File: config.mk
export PLATFORM = sky130hd
export DESIGN_NAME = sepm_top
export DESIGN_NICKNAME = d
export VERILOG_FILES = /design/src/logic/sepm_pkg.sv /design/src/logic/sepm_top.sv
export SDC_FILE = /design/constraint.sdc
export NUM_CORES = 1
export LEC_CHECK = 0
export BUFFER_PORTS_ARGS = -buffer_cell sky130_fd_sc_hd__buf_4
export CAP_MARGIN = 20
export CORE_ASPECT_RATIO = 1.4
export CORE_MARGIN = 2
export CORE_UTILIZATION = 42
export CTS_BUF_LIST = sky130_fd_sc_hd__clkbuf_4 sky130_fd_sc_hd__clkbuf_8 sky130_fd_sc_hd__clkbuf_16
export DETAILED_ROUTE_END_ITERATION = 16
export GPL_TIMING_DRIVEN = 0
export PLACE_DENSITY = 0.75
export SYNTH_ARGS = -nofsm -noshare
export SYNTH_HDL_FRONTEND = slang
export SYNTH_SLANG_ARGS = --single-unit
File: constraint.sdc
create_clock -name aclk -period 1.26 [get_ports aclk]
set_input_delay 0.315 -clock aclk [delete_from_list [all_inputs] [get_ports aclk]]
set_output_delay 0.315 -clock aclk [all_outputs]
set_load 0.005 [all_outputs]
File: src/logic/sepm_pkg.sv
// Package for the strap and EEPROM pin multiplexer.
// Assumes one 100 MHz clock and an AXI4-Lite register bus with 32-bit data.
`default_nettype none

package sepm_pkg;

	// Register byte offsets
	localparam logic [7:0] OFF_PIN_CTRL   = 8'h00;
	localparam logic [7:0] OFF_STRAP_STAT = 8'h04;
	localparam logic [7:0] OFF_EE_CTRL    = 8'h08;
	localparam logic [7:0] OFF_PIN_STAT   = 8'h0c;

	// Pin control field positions
	localparam int DATA_MODE_LSB = 0;
	localparam int CLK_MODE_LSB  = 4;
	localparam int GENERAL_OUTPUT_3_BIT      = 8;
	localparam int GENERAL_OUTPUT_4_BIT      = 9;

	// EEPROM control field positions
	localparam int EE_SEL_BIT  = 0;
	localparam int EE_CLK_BIT  = 1;
	localparam int EE_DOUT_BIT = 2;
	localparam int EE_DOE_BIT  = 3;

	// Strap status field positions
	localparam int ST_SPEED_BIT  = 0;
	localparam int ST_DUPLEX_BIT = 1;
	localparam int ST_ANEG_BIT   = 2;
	localparam int ST_WIDTH_BIT  = 3;
	localparam int ST_VALID_BIT  = 4;

	// Reset values
	localparam logic [31:0] PIN_CTRL_RST = 32'h0000_0000;
	localparam logic [31:0] EE_CTRL_RST  = 32'h0000_0000;

	// AXI responses
	localparam logic [1:0] RESP_OKAY   = 2'h0;
	localparam logic [1:0] RESP_SLVERR = 2'h2;

	// Role of the shared data pin
	typedef enum logic [1:0] {
		SEPM_DATA_EEPROM,
		SEPM_DATA_GPO,
		SEPM_DATA_TXEN,
		SEPM_DATA_TXCLK
	} sepm_data_mode_t;

	// Role of the shared clock pin
	typedef enum logic [1:0] {
		SEPM_CLK_EEPROM,
		SEPM_CLK_GPO,
		SEPM_CLK_RXDV,
		SEPM_CLK_RXCLK
	} sepm_clk_mode_t;

	// Latched power-up defaults
	typedef struct packed {
		logic valid;
		logic width_32;
		logic aneg_en;
		logic full_duplex;
		logic speed_100;
	} sepm_strap_t;

	// Internal MII monitor sources
	typedef struct packed {
		logic tx_en;
		logic tx_clk;
		logic rx_dv;
		logic rx_clk;
	} sepm_mii_t;

	// Shared pin drives
	typedef struct packed {
		logic eeprom_select;
		logic eeprom_serial_clock;
		logic data_out;
		logic data_oe;
	} sepm_pins_t;

endpackage

`default_nettype wire

File: src/logic/sepm_top.sv
// Strap capture and EEPROM pin multiplexer with an AXI4-Lite register slave.
// Assumes straps and the EEPROM data input arrive asynchronously from pins
// and the MII monitor sources are already on aclk.
// Contract
// - speed strap picks default speed, duplex, autoneg; here duplex is half for both strap levels
// - sample speed strap at reset release, hold
// - width strap captured at release, high 32-bit
// - data pin is bidirectional EEPROM data line
// - data pin may be GENERAL_OUTPUT_3 or TX monitor
// - data pin alternate role forces select inactive
// - clock pin may be GENERAL_OUTPUT_4 or RX monitor
// - clock pin alternate role forces select inactive
// - general outputs are output-only, never inputs
// - dedicated EEPROM select output drives memory
// - clock pin normally drives EEPROM serial clock
//
// Register access over AXI4-Lite and the address map were left to the implementer.
`timescale 1ns/10ps
`default_nettype none

module sepm_top (
	input  wire logic                aclk,
	input  wire logic                aresetn,
	// AXI4-Lite slave
	input  wire logic [7:0]          s_axi_awaddr,
	input  wire logic                s_axi_awvalid,
	output logic                     s_axi_awready,
	input  wire logic [31:0]         s_axi_wdata,
	input  wire logic [3:0]          s_axi_wstrb,
	input  wire logic                s_axi_wvalid,
	output logic                     s_axi_wready,
	output logic [1:0]               s_axi_bresp,
	output logic                     s_axi_bvalid,
	input  wire logic                s_axi_bready,
	input  wire logic [7:0]          s_axi_araddr,
	input  wire logic                s_axi_arvalid,
	output logic                     s_axi_arready,
	output logic [31:0]              s_axi_rdata,
	output logic [1:0]               s_axi_rresp,
	output logic                     s_axi_rvalid,
	input  wire logic                s_axi_rready,
	// Strap pins
	input  wire logic                speed_strap,
	input  wire logic                bus_width_strap,
	// Shared EEPROM data pin
	input  wire logic                eeprom_data_io_i,
	output logic                     eeprom_data_io_o,
	output logic                     eeprom_data_io_oe,
	// EEPROM clock and select
	output logic                     eeprom_serial_clock,
	output logic                     eeprom_select,
	// Internal MII monitor sources
	input  wire sepm_pkg::sepm_mii_t mii,
	// Latched defaults for MAC, PHY and host bus
	output sepm_pkg::sepm_strap_t    strap
);

	// Timing overview for whoever integrates this block:
	// - every output below comes straight from a flip-flop of the state record,
	//   so pins and bus answers change only just after a rising edge of aclk;
	// - a register write lands one edge after both halves are held, and the
	//   pins follow one further edge later;
	// - straps are latched at the third edge after reset is released, once the
	//   two-stage pin synchronisers have settled on the released levels;
	// - the MII monitor sources are taken as already on aclk and reach the
	//   shared pins one edge late, which bounds the monitor at half aclk.
	// All state of the block
	typedef struct packed {
		logic [1:0]                 rst_seen;
		logic [1:0]                 spd_sync;
		logic [1:0]                 wid_sync;
		logic [1:0]                 din_sync;
		sepm_pkg::sepm_strap_t      strap;
		sepm_pkg::sepm_data_mode_t  data_mode;
		sepm_pkg::sepm_clk_mode_t   clk_mode;
		logic                       general_output_3;
		logic                       general_output_4;
		logic                       ee_sel;
		logic                       ee_clk;
		logic                       ee_dout;
		logic                       ee_doe;
		logic                       aw_held;
		logic [7:0]                 aw_addr;
		logic                       w_held;
		logic [31:0]                w_data;
		logic [3:0]                 w_strb;
		logic                       bvalid;
		logic [1:0]                 bresp;
		logic                       rvalid;
		logic [31:0]                rdata;
		logic [1:0]                 rresp;
		sepm_pkg::sepm_pins_t       pins;
	} sepm_state_t;

	sepm_state_t st;       // Registered state
	sepm_state_t next_st;  // Next state

	logic [31:0] pin_ctrl_word;  // Read view of pin control
	logic [31:0] ee_ctrl_word;   // Read view of EEPROM control
	logic [31:0] strap_word;     // Read view of strap status
	logic [31:0] pin_stat_word;  // Read view of pin levels

	// The read views gather register fields into bus words in one place,
	// so the read decoder only selects a word. Unused bits read as zero.
	// Status words show what the pins carry now, one edge behind the
	// control registers that command them.
	// Register read views
	always_comb begin
		pin_ctrl_word = 32'h0000_0000;
		pin_ctrl_word[sepm_pkg::DATA_MODE_LSB +: 2] = st.data_mode;
		pin_ctrl_word[sepm_pkg::CLK_MODE_LSB +: 2]  = st.clk_mode;
		pin_ctrl_word[sepm_pkg::GENERAL_OUTPUT_3_BIT]           = st.general_output_3;
		pin_ctrl_word[sepm_pkg::GENERAL_OUTPUT_4_BIT]           = st.general_output_4;
		ee_ctrl_word = 32'h0000_0000;
		ee_ctrl_word[sepm_pkg::EE_SEL_BIT]  = st.ee_sel;
		ee_ctrl_word[sepm_pkg::EE_CLK_BIT]  = st.ee_clk;
		ee_ctrl_word[sepm_pkg::EE_DOUT_BIT] = st.ee_dout;
		ee_ctrl_word[sepm_pkg::EE_DOE_BIT]  = st.ee_doe;
		strap_word = 32'h0000_0000;
		strap_word[sepm_pkg::ST_SPEED_BIT]  = st.strap.speed_100;
		strap_word[sepm_pkg::ST_DUPLEX_BIT] = st.strap.full_duplex;
		strap_word[sepm_pkg::ST_ANEG_BIT]   = st.strap.aneg_en;
		strap_word[sepm_pkg::ST_WIDTH_BIT]  = st.strap.width_32;
		strap_word[sepm_pkg::ST_VALID_BIT]  = st.strap.valid;
		pin_stat_word = 32'h0000_0000;
		// shared data pin read as input only in the EEPROM role
		// Data input bit reads only in the EEPROM role, zero otherwise
		pin_stat_word[0] = st.din_sync[1] &&
			(st.data_mode == sepm_pkg::SEPM_DATA_EEPROM);
		pin_stat_word[1] = st.pins.eeprom_select;
		pin_stat_word[2] = st.pins.eeprom_serial_clock;
		pin_stat_word[3] = st.pins.data_out;
		pin_stat_word[4] = st.pins.data_oe;
	end

	// Next-state logic: besides the read views above, the whole block is this one process plus the state
	// register below. Later assignments in the process win over earlier ones,
	// which is how the strap gate and the reset override the pin decode.
	always_comb begin
		logic        sel_block;  // Alternate role on either pin
		sel_block = 1'b0;
		next_st   = st;

		// Straps and the data line come from board pins with no relation to
		// aclk. Two flip-flops each keep a metastable level out of the capture
		// logic. Reset clears the chains, so capture waits for fresh samples.
		// rst_seen counts the first two edges after release.
		// Synchronisers for the pins
		next_st.spd_sync = {st.spd_sync[0], speed_strap};
		next_st.wid_sync = {st.wid_sync[0], bus_width_strap};
		next_st.din_sync = {st.din_sync[0], eeprom_data_io_i};
		next_st.rst_seen = {st.rst_seen[0], 1'b1};

		// Capture happens exactly once per reset: the valid flag closes the
		// gate, so later strap pin changes are ignored until the next reset.
		// Duplex is half for both speed strap levels.
		// Hazard: the width strap shares the data line, so nothing may drive
		// that line before this capture is done (see the output gate below).
		// capture once after release
		if (st.rst_seen[1] && !st.strap.valid) begin
			next_st.strap.speed_100   = st.spd_sync[1];
			next_st.strap.full_duplex = 1'b0;
			next_st.strap.aneg_en     = st.spd_sync[1];
			next_st.strap.width_32    = st.wid_sync[1];
			next_st.strap.valid       = 1'b1;
		end

		// Write side: address and data are each held in a one-deep slot, in
		// either order. Ready drops while a slot is full. The write is done
		// from the slots at the next edge, which keeps the decode off the bus
		// inputs. A new write waits until the previous response is taken.
		// Write address channel
		if (s_axi_awvalid && !st.aw_held) begin
			next_st.aw_held = 1'b1;
			next_st.aw_addr = s_axi_awaddr;
		end
		// Write data channel
		if (s_axi_wvalid && !st.w_held) begin
			next_st.w_held = 1'b1;
			next_st.w_data = s_axi_wdata;
			next_st.w_strb = s_axi_wstrb;
		end
		// Perform the write once both halves are held
		if (st.aw_held && st.w_held && !st.bvalid) begin
			next_st.aw_held = 1'b0;
			next_st.w_held  = 1'b0;
			next_st.bvalid  = 1'b1;
			next_st.bresp   = sepm_pkg::RESP_OKAY;
			unique case (st.aw_addr)
				sepm_pkg::OFF_PIN_CTRL: begin
					if (st.w_strb[0]) begin
						next_st.data_mode = sepm_pkg::sepm_data_mode_t'(
							st.w_data[sepm_pkg::DATA_MODE_LSB +: 2]);
						next_st.clk_mode  = sepm_pkg::sepm_clk_mode_t'(
							st.w_data[sepm_pkg::CLK_MODE_LSB +: 2]);
					end
					if (st.w_strb[1]) begin
						next_st.general_output_3 = st.w_data[sepm_pkg::GENERAL_OUTPUT_3_BIT];
						next_st.general_output_4 = st.w_data[sepm_pkg::GENERAL_OUTPUT_4_BIT];
					end
				end
				sepm_pkg::OFF_EE_CTRL: begin
					if (st.w_strb[0]) begin
						next_st.ee_sel  = st.w_data[sepm_pkg::EE_SEL_BIT];
						next_st.ee_clk  = st.w_data[sepm_pkg::EE_CLK_BIT];
						next_st.ee_dout = st.w_data[sepm_pkg::EE_DOUT_BIT];
						next_st.ee_doe  = st.w_data[sepm_pkg::EE_DOE_BIT];
					end
				end
				// Status registers are read-only
				sepm_pkg::OFF_STRAP_STAT,
				sepm_pkg::OFF_PIN_STAT: begin
					next_st.bresp = sepm_pkg::RESP_OKAY;
				end
				default: begin
					next_st.bresp = sepm_pkg::RESP_SLVERR;
				end
			endcase
		end
		// Write response handshake
		if (st.bvalid && s_axi_bready) begin
			next_st.bvalid = 1'b0;
		end

		// Read side: the address is decoded at the edge that takes it, and the
		// word stands in rdata until the master takes it. Address ready is the
		// inverse of rvalid, so only one read is ever open.
		// Read channel: one outstanding read
		if (s_axi_arvalid && !st.rvalid) begin
			next_st.rvalid = 1'b1;
			next_st.rresp  = sepm_pkg::RESP_OKAY;
			unique case (s_axi_araddr)
				sepm_pkg::OFF_PIN_CTRL:   next_st.rdata = pin_ctrl_word;
				sepm_pkg::OFF_STRAP_STAT: next_st.rdata = strap_word;
				sepm_pkg::OFF_EE_CTRL:    next_st.rdata = ee_ctrl_word;
				sepm_pkg::OFF_PIN_STAT:   next_st.rdata = pin_stat_word;
				default: begin
					next_st.rdata = 32'h0000_0000;
					next_st.rresp = sepm_pkg::RESP_SLVERR;
				end
			endcase
		end else if (st.rvalid && s_axi_rready) begin
			next_st.rvalid = 1'b0;
		end

		// Pin roles. Any alternate role on either shared pin blocks the memory
		// select, because a monitor or general output toggling clock or data
		// would otherwise clock stray commands into the memory.
		// The general outputs have no input path at all: the clock pin always
		// drives, the data pin once the straps are latched, and the input status bit reads zero there.
		// either pin role blocks select
		sel_block = (st.data_mode != sepm_pkg::SEPM_DATA_EEPROM) ||
			(st.clk_mode != sepm_pkg::SEPM_CLK_EEPROM);

		next_st.pins.eeprom_select = st.ee_sel && !sel_block;

		unique case (st.clk_mode)
			sepm_pkg::SEPM_CLK_EEPROM: next_st.pins.eeprom_serial_clock = st.ee_clk;
			sepm_pkg::SEPM_CLK_GPO:    next_st.pins.eeprom_serial_clock = st.general_output_4;
			sepm_pkg::SEPM_CLK_RXDV:   next_st.pins.eeprom_serial_clock = mii.rx_dv;
			sepm_pkg::SEPM_CLK_RXCLK:  next_st.pins.eeprom_serial_clock = mii.rx_clk;
		endcase

		// data pin roles; alternates drive once straps are latched
		unique case (st.data_mode)
			sepm_pkg::SEPM_DATA_EEPROM: begin
				next_st.pins.data_out = st.ee_dout;
				next_st.pins.data_oe  = st.ee_doe;
			end
			sepm_pkg::SEPM_DATA_GPO: begin
				next_st.pins.data_out = st.general_output_3;
				next_st.pins.data_oe  = 1'b1;
			end
			sepm_pkg::SEPM_DATA_TXEN: begin
				next_st.pins.data_out = mii.tx_en;
				next_st.pins.data_oe  = 1'b1;
			end
			sepm_pkg::SEPM_DATA_TXCLK: begin
				next_st.pins.data_out = mii.tx_clk;
				next_st.pins.data_oe  = 1'b1;
			end
		endcase
		if (!st.strap.valid) begin
			next_st.pins.data_oe = 1'b0;
		end

		// Reset is synchronous and takes priority over everything above.
		// Roles come back as memory roles and the select goes inactive; the
		// data line is released so the width strap can be read at the end.
		// Reset clears everything
		if (!aresetn) begin
			next_st = '0;
			next_st.data_mode = sepm_pkg::sepm_data_mode_t'(
				sepm_pkg::PIN_CTRL_RST[sepm_pkg::DATA_MODE_LSB +: 2]);
			next_st.clk_mode  = sepm_pkg::sepm_clk_mode_t'(
				sepm_pkg::PIN_CTRL_RST[sepm_pkg::CLK_MODE_LSB +: 2]);
			next_st.ee_sel    = sepm_pkg::EE_CTRL_RST[sepm_pkg::EE_SEL_BIT];
		end
	end

	// State register, synchronous reset folded into next_st
	always_ff @(posedge aclk) begin
		st <= next_st;
	end

	// Write ready signals are the inverse of the held flags, arready of rvalid; everything else is a
	// plain copy of a state bit, so no output has a combinational path from
	// any input of the block.
	// Outputs
	assign s_axi_awready       = !st.aw_held;
	assign s_axi_wready        = !st.w_held;
	assign s_axi_bvalid        = st.bvalid;
	assign s_axi_bresp         = st.bresp;
	assign s_axi_arready       = !st.rvalid;
	assign s_axi_rvalid        = st.rvalid;
	assign s_axi_rdata         = st.rdata;
	assign s_axi_rresp         = st.rresp;
	assign eeprom_select       = st.pins.eeprom_select;
	assign eeprom_serial_clock = st.pins.eeprom_serial_clock;
	assign eeprom_data_io_o    = st.pins.data_out;
	assign eeprom_data_io_oe   = st.pins.data_oe;
	assign strap               = st.strap;

endmodule // sepm_top

`default_nettype wire

==> reports/qor_table.md, run 1 <==
| Step | Result | This run |
|:---|:---|:---|
| clocking | Buffer levels on the longest clock path | 2 |
| run status | Violated checks | negative setup slack |
| die | X dimension of the die | 70.3 µm |
| yosys | Number of enable-type register cells in the synthesized netlist | 0 |
| run | Number of max-cap violations | 0 |
| grt | Initial antenna violation count | 0 |
| pwr | Relative contribution of combinational cells to total power | 11.6% |
| min path | Worst hold path cell count | 1 |
| yosys | Share of flip-flops with an asynchronous set or reset | 0% |
| placed design | Worst setup slack after placement | -183 ps |
| min path | Type of the worst min-delay path | input port to flop |
| detailed routing | DRT iter0 DRCs | 59 |
| clocking | Clock insertion delay at the later pin of the skew report | 340 ps |
| critical path | Reg2reg start | st[86] |
| timing | Post-route clock period utilization | 103% |
| critical path | Cell with the largest stage delay on the worst path | sky130_fd_sc_hd__nor4_4 |
| die | IO Count | 116 |
| critical path | Setup Crit Path Kind | flop to flop |
| detailed routing | Post-route ant nets | 0 |
| grt | Global routing usage summed across all routing layers | 15.7% |
| pwr | Fraction of power spent switching nets | 22.8% |
| detailed routing | Detailed Route WL | 5.23 mm |
| clocking | CTS tree | done |
| pwr | Clock power frac | 40.5% |
| timing | Final Worst Setup Slack | -37.2 ps |
| critical path | Worst R2R Setup Slack | -40 ps |
| pwr | P per Cell Area | 1140 nW/µm² |
| final layout | Share of the core filled with cells in the final layout | 59.0% |
| detailed routing | Total via count after detailed routing | 2061 |
| yosys | Complex-gate fraction of the synthesized area | 9.30% |
| final layout | Fraction of final layout cells sized beyond drive strength 1 | 37.5% |
| critical path | Required time at the endpoint of the critical path | 1520 ps |
| pwr | Peak supply drop | 825 µV |
| clocking | Clock sink count | 57 |
| final layout | Commonest cells after routing, fill and taps aside | 104 x sky130_fd_sc_hd__buf_4, 51 x sky130_fd_sc_hd__dfxtp_1, 48 x sky130_fd_sc_hd__nand2_1 |
| critical path | Capturing point of the worst reg2reg path | pin_ctrl_word[0] |
| yosys | Synthesized area per cell | 9.39 µm² |
| yosys | Number of synthesized register bits | 57 |
| die | Starting utilization of the core area | 43.7% |
| die | DIE HEIGHT | 96.8 µm |
| critical path | Worst path arrival time | 1550 ps |
| min path | Worst Hold Launch | aresetn |
| yosys | Predominant post-synthesis flop cell | sky130_fd_sc_hd__dfxtp_1 |
| min path | Worst Hold Endpoint | st[109] |
| timing | Count of pins over their slew limit | 0 |
| critical path | Launching instance or port of the critical path | st[86] |
| grt | Largest net degree at the start of global routing | 11 |
| yosys | Count of different cell masters after synthesis | 33 |
| critical path | Nature of the critical path startpoint | flop |
| grt | Global-route wire length before repair | 8.38 mm |
| clocking | Clock buffer count from CTS | 9 |
| timing | Setup repair after global routing missed its margin | true |
| yosys | Post-synthesis instance area | 2580 µm² |
| timing | Number of hold-slack violations in the final timing report | 0 |
| clocking | Hold buffers post-CTS | 0 |
| yosys | Count of mapped cells out of synthesis | 275 |
| yosys | Combinational family with the most area after synthesis | simple AND/OR/NAND/NOR gates |
| timing | Final setup vio count | 4 |
| placed design | Placed inst area | 3230 µm² |
| critical path | Max Fanout on Critical Path | 4 |
| yosys | Share of synthesized cell area in full adder, half adder and majority cells | 0% |
| clocking | Clock transition at path regs | 60 ps |
| placed design | Number of buffers added on ports | 61 |
| critical path | Cell-by-cell trace of the critical path | nor4_4, and4_1, buf_6, mux2i_1 |
| placed design | Cell count after placement | 432 |
| die | DIE AREA | 6800 µm² |
| pwr | Sw Pwr | 909 µW |
| die | Placement Rows | 33 |
| pwr | Static Leakage | 1.65 nW |
| detailed routing | Via/cell ratio | 4.57 |
| timing | Top achievable clock speed | 0.771 GHz |
| yosys | Multiplexer share of the synthesized area | 11.2% |
| final layout | Post-layout instance count excluding filler cells | 451 |
| grt | Via count of the first global-routing pass | 1991 |
| timing | Worst clock skew | 7.49 ps |
| final layout | Leading cell type in the layout, fill and taps excluded | sky130_fd_sc_hd__buf_4 |
| detailed routing | Number of remaining DRC errors | 0 |
| grt | Remaining Overflow, GRT | 0 |
| critical path | Stage delay of the slowest cell on the critical path | 340 ps |
| final layout | Final cell area excluding filler cells | 3480 µm² |
| yosys | Number of warnings issued by yosys | 0 |
| clocking | CTS Root Cell | sky130_fd_sc_hd__clkbuf_8 |
| yosys | Basic-gate share of the synthesized area counting and, or, nand and nor cells | 20.3% |
| final layout | Layout Area Growth over Synthesis | 34.8% |
| timing | Slew at the pin closest to its max-slew limit | 528 ps |
| die | Core Region | 5900 µm² |
| run status | Result of the run | finished, violations left |
| final layout | Count of inserted antenna diode cells | 0 |
| yosys | XOR/XNOR share of the synthesized area | 0% |
| pwr | Register share of total power | 47.9% |
| pwr | Internal power | 3.08 mW |
| timing | Fin crit period | 1300 ps |
| critical path | Endpoint class of the critical path | flop |
| timing | Worst slew margin relative to its limit | 64.8% |
| timing | Worst Hold Slack | 112 ps |
| detailed routing | DRT Pass-1 Iters | 4 |
| placed design | Post-DP HPWL | 3.93 mm |
| yosys | Proportion of synthesized chip area in sequential cells | 44.2% |
| clocking | Number of H-tree branching levels | 3 |
| placed design | Gpl congestion | 0.805 |
| detailed routing | Routed len/inst | 11.6 µm |
| final layout | Final nets | 442 |
| critical path | Number of cells on the worst reg-to-reg path | 4 |
[per-stage QoR]
stage                     setup TNS [ps]  total power [mW]
after CTS                           -204              4.02
after detailed placement           -2610              2.40
final                               -105              3.99
after global routing                -773              4.14
after global placement             -2010              2.39
after floorplan                        0              2.22
[cell usage after synthesis, types with 4 or more instances]
cell	count	area, µm²
sky130_fd_sc_hd__dfxtp_1	57	1140
sky130_fd_sc_hd__nand2_1	48	180
sky130_fd_sc_hd__buf_4	42	315
sky130_fd_sc_hd__mux2i_1	21	210
sky130_fd_sc_hd__nor2b_1	17	106
sky130_fd_sc_hd__a21boi_0	10	75.1
sky130_fd_sc_hd__and2_1	9	56.3
sky130_fd_sc_hd__clkbuf_1	8	30.0
sky130_fd_sc_hd__nand3_1	7	35.0
sky130_fd_sc_hd__o22ai_1	7	43.8
sky130_fd_sc_hd__nor2_1	5	18.8
sky130_fd_sc_hd__buf_2	4	20.0
[cell families after synthesis]
family	Yosys count
AND/OR/NAND/NOR	100
buffers and inverters	59
flip-flops	57
AO/OA/AOI/OAI	32
multiplexers	26
other	1
[state kept, by name, summed over array words and instances, names as in the netlist]
signal / count
ee_ctrl_word: 4
eeprom_data_io_o: 1
eeprom_data_io_oe: 1
eeprom_select: 1
eeprom_serial_clock: 1
pin_ctrl_word: 6
s_axi_bresp: 1
s_axi_bvalid: 1
s_axi_rdata: 8
s_axi_rresp: 1
s_axi_rvalid: 1
st: 28
strap: 3
[critical path: cells and delay by family, from the launching register on]
family | cells | cell delay (ps)
mux | 1 | 170
simple gates | 2 | 590
flops | 1 | 330
buf+inv | 1 | 120
[routing by layer]
metal / wire length, µm / part of all wire [%] / GRT usage, %
met2: 2770 / 53 / 28.1
met1: 1970 / 38 / 15.3
met3: 304 / 5.8 / 3.75
met4: 189 / 3.6 / 11.2
met5: 0 / 0 / 0
[power groups by stage]
stage	Clock [mW]	Combinational (mW)	Sequential, mW
finish	1.61	0.460	1.91
CTS	1.65	0.457	1.91
floorplan	0	0.282	1.94
global route	1.71	0.514	1.92
global placement	0	0.447	1.95
detailed placement	0	0.452	1.95
[worst max-delay path by stage]
stage | to | slack [ps] | cells after the start
finish | pin_ctrl_word[0] | -40 | 4
detailed placement | s_axi_rdata[0] | -180 | 4
floorplan | pin_ctrl_word[0] | 70 | 4
global route | pin_ctrl_word[4] | -150 | 4
CTS | pin_ctrl_word[0] | -60 | 4
global placement | s_axi_rdata[0] | -170 | 4
[cell type report]
class | instances | area, µm²
inverter | 3 | 11.3
clock buffer | 14 | 186
timing repair buffer | 66 | 499
tap | 70 | 87.6
clock inverter | 2 | 10.0
sequential | 57 | 1150
multi-input combinational | 185 | 1160
buffer | 54 | 372
fill | 559 | 2420
[timing repair]
item	CTS	global route
gates resized for setup	6	9
setup buffers	2	3
pin swaps	3	4
endpoints found under the setup margin	12	26
No activity file was read; power rests on OpenSTA's default activity.
==> run 2: changes to the inputs <==
CORE_UTILIZATION = 50   (was 42)
PLACE_DENSITY = 0.84   (was 0.75)
clock period = 1.6 ns   (was 1.26 ns; I/O delays follow)
==> run 2 against run 1 <==
  * The run now ends clean
  * Via count up 1.4%
  * Clock skew down 3.0 ps
  * Maximum frequency down 5.6%
  * First-iteration DRC count up 6.8%
  * Core utilization up 10 points
  * Sequential share of layout area up 0.42 points
  * Worst setup slack better by 260 ps
  * Cell count down 2.0%
  * Count of clock-buffer cells in the layout down 1
  * Flip-flop and latch count unchanged
  * Critical endpoint is now s_axi_rdata[0]
==> reports/qor_table.md, run 2 (synthesis results as in run 1) <==
| Step | Result | This run |
|:---|:---|:---|
| final layout | Filler Cells Inserted | 414 |
| final layout | Leading cell type in the layout, fill and taps excluded | sky130_fd_sc_hd__buf_4 |
| detailed routing | Post-route ant nets | 0 |
| timing | Final setup vio count | 0 |
| min path | Type of the worst min-delay path | input port to flop |
| detailed routing | Number of remaining DRC errors | 0 |
| placed design | Number of buffers added on ports | 61 |
| grt | Global-route wire length before repair | 8.68 mm |
| timing | Top achievable clock speed | 0.728 GHz |
| detailed routing | DRT Pass-1 Iters | 4 |
| grt | Via count of the first global-routing pass | 1960 |
| timing | Post-route setup TNS | 0 ps |
| timing | Number of hold-slack violations in the final timing report | 0 |
| final layout | Layout Area Growth over Synthesis | 31.6% |
| pwr | P per Cell Area | 901 nW/µm² |
| critical path | Cell with the largest stage delay on the worst path | sky130_fd_sc_hd__dfxtp_1 |
| critical path | Setup Crit Path Kind | flop to flop |
| die | X dimension of the die | 64.7 µm |
| run status | Result of the run | finished, final reports clean |
| timing | Count of pins over their slew limit | 0 |
| die | DIE HEIGHT | 89.0 µm |
| clocking | Buffers inserted during post-CTS setup optimization | 0 |
| clocking | Number of H-tree branching levels | 3 |
| clocking | CTS Root Cell | sky130_fd_sc_hd__clkbuf_8 |
| clocking | Clock buffer count from CTS | 9 |
| timing | Fin crit period | 1370 ps |
| detailed routing | DRT iter0 DRCs | 63 |
| final layout | Commonest cells after routing, fill and taps aside | 103 x sky130_fd_sc_hd__buf_4, 57 x sky130_fd_sc_hd__dfxtp_1, 48 x sky130_fd_sc_hd__nand2_1 |
| grt | Remaining Overflow, GRT | 0 |
| clocking | Clock sink count | 57 |
| critical path | Required time at the endpoint of the critical path | 1840 ps |
| critical path | Max Fanout on Critical Path | 5 |
| critical path | Worst path arrival time | 1610 ps |
| detailed routing | Via/cell ratio | 4.73 |
| final layout | Fraction of final layout cells sized beyond drive strength 1 | 34.7% |
| grt | Initial antenna violation count | 0 |
| timing | Worst clock skew | 4.46 ps |
| critical path | Endpoint class of the critical path | flop |
| grt | Largest net degree at the start of global routing | 11 |
| placed design | Placed inst area | 3220 µm² |
| clocking | CTS tree | done |
| placed design | Gpl congestion | 0.826 |
| run | Number of max-cap violations | 0 |
| detailed routing | Routed len/inst | 12.3 µm |
| clocking | Post-CTS Resized | 0 |
| clocking | Clock transition at path regs | 60 ps |
| clocking | Buffer levels on the longest clock path | 2 |
| detailed routing | Total via count after detailed routing | 2090 |
| die | Placement Rows | 30 |
| grt | Global routing usage summed across all routing layers | 20.2% |
| pwr | Static Leakage | 1.61 nW |
| final layout | Final cell area excluding filler cells | 3400 µm² |
| critical path | Stage delay of the slowest cell on the critical path | 340 ps |
| die | DIE AREA | 5760 µm² |
| final layout | Most flops, register | st |
| placed design | Post-DP HPWL | 3.99 mm |
| die | IO Count | 116 |
| critical path | Nature of the critical path startpoint | flop |
| timing | Post-route clock period utilization | 85.8% |
| critical path | Cell-by-cell trace of the critical path | nor2b_1, nand4_1, o32ai_1 |
| final layout | Max FFs per register | 28 |
| pwr | Peak supply drop | 698 µV |
| detailed routing | Detailed Route WL | 5.46 mm |
| timing | Setup repair after global routing missed its margin | false |
| clocking | Clock insertion delay at the later pin of the skew report | 330 ps |
| clocking | Hold buffers post-CTS | 0 |
| die | Core Region | 4920 µm² |
| die | Starting utilization of the core area | 52.5% |
| final layout | Count of inserted antenna diode cells | 0 |
| final layout | Final nets | 439 |
run 2: report_power, final:
group / switching (mW) / internal [mW] / total, mW / leakage (nW)
logic: 0.155 / 0.204 / 0.359 / 1.04
registers: 0.0342 / 1.47 / 1.51 / 0.466
clock network: 0.527 / 0.672 / 1.20 / 0.100
total: 0.716 / 2.35 / 3.06 / 1.61
run 2: area by class of cell:
cell class	instances	area [µm²]	area share [%]
Timing Repair Buffer	61	458	13.5
Clock inverter	3	15.0	0.442
Buffer	56	374	11.0
Clock buffer	13	166	4.90
Multi-Input combinational cell	185	1150	33.9
Tap cell	64	80.1	2.36
Sequential cell	57	1140	33.6
Inverter	3	11.3	0.331
run 2: critical path: cells and delay by family (launching register included):
kind	cells	cell delay [ps]
AND/OR/NAND/NOR	2	610
AO/OA/AOI/OAI	1	330
flip-flops	1	340
run 2: through the flow:
stage / hold slack (ps) / instances / worst slack, ps / util [%] / total power, mW
2_1_floorplan: 412 / 301 / 348 / - / 1.75
3_3_place_gp: 415 / 426 / 86.6 / 65.4 / 1.88
3_5_place_dp: 422 / 426 / 53.1 / 65.4 / 1.89
4_1_cts: 188 / 442 / 204 / 69.1 / 3.09
5_1_grt: 199 / 442 / 120 / 69.1 / 3.19
6_report: 206 / 442 / 227 / 69.1 / 3.06
run 2: path summary, 6_finish.rpt:
path / depth (start not counted) / slack [ps] / start / endpoint
min: 1 / 210 / aresetn / st[109]
min reg2reg: 1 / 430 / st[107] / st[108]
max reg2reg: 3 / 230 / s_axi_rvalid / s_axi_rdata[0]
max: 3 / 230 / s_axi_rvalid / s_axi_rdata[0]
run 2: layer usage:
metal / vias up / global-route usage, % / part of all wire, %
met2: 77 / 37.4 / 54
met1: 945 / 19.5 / 36
met3: 11 / 6.42 / 6.9
met4: 0 / 12.0 / 2.5
li1: 1057 / - / -
met5: - / 0 / 0
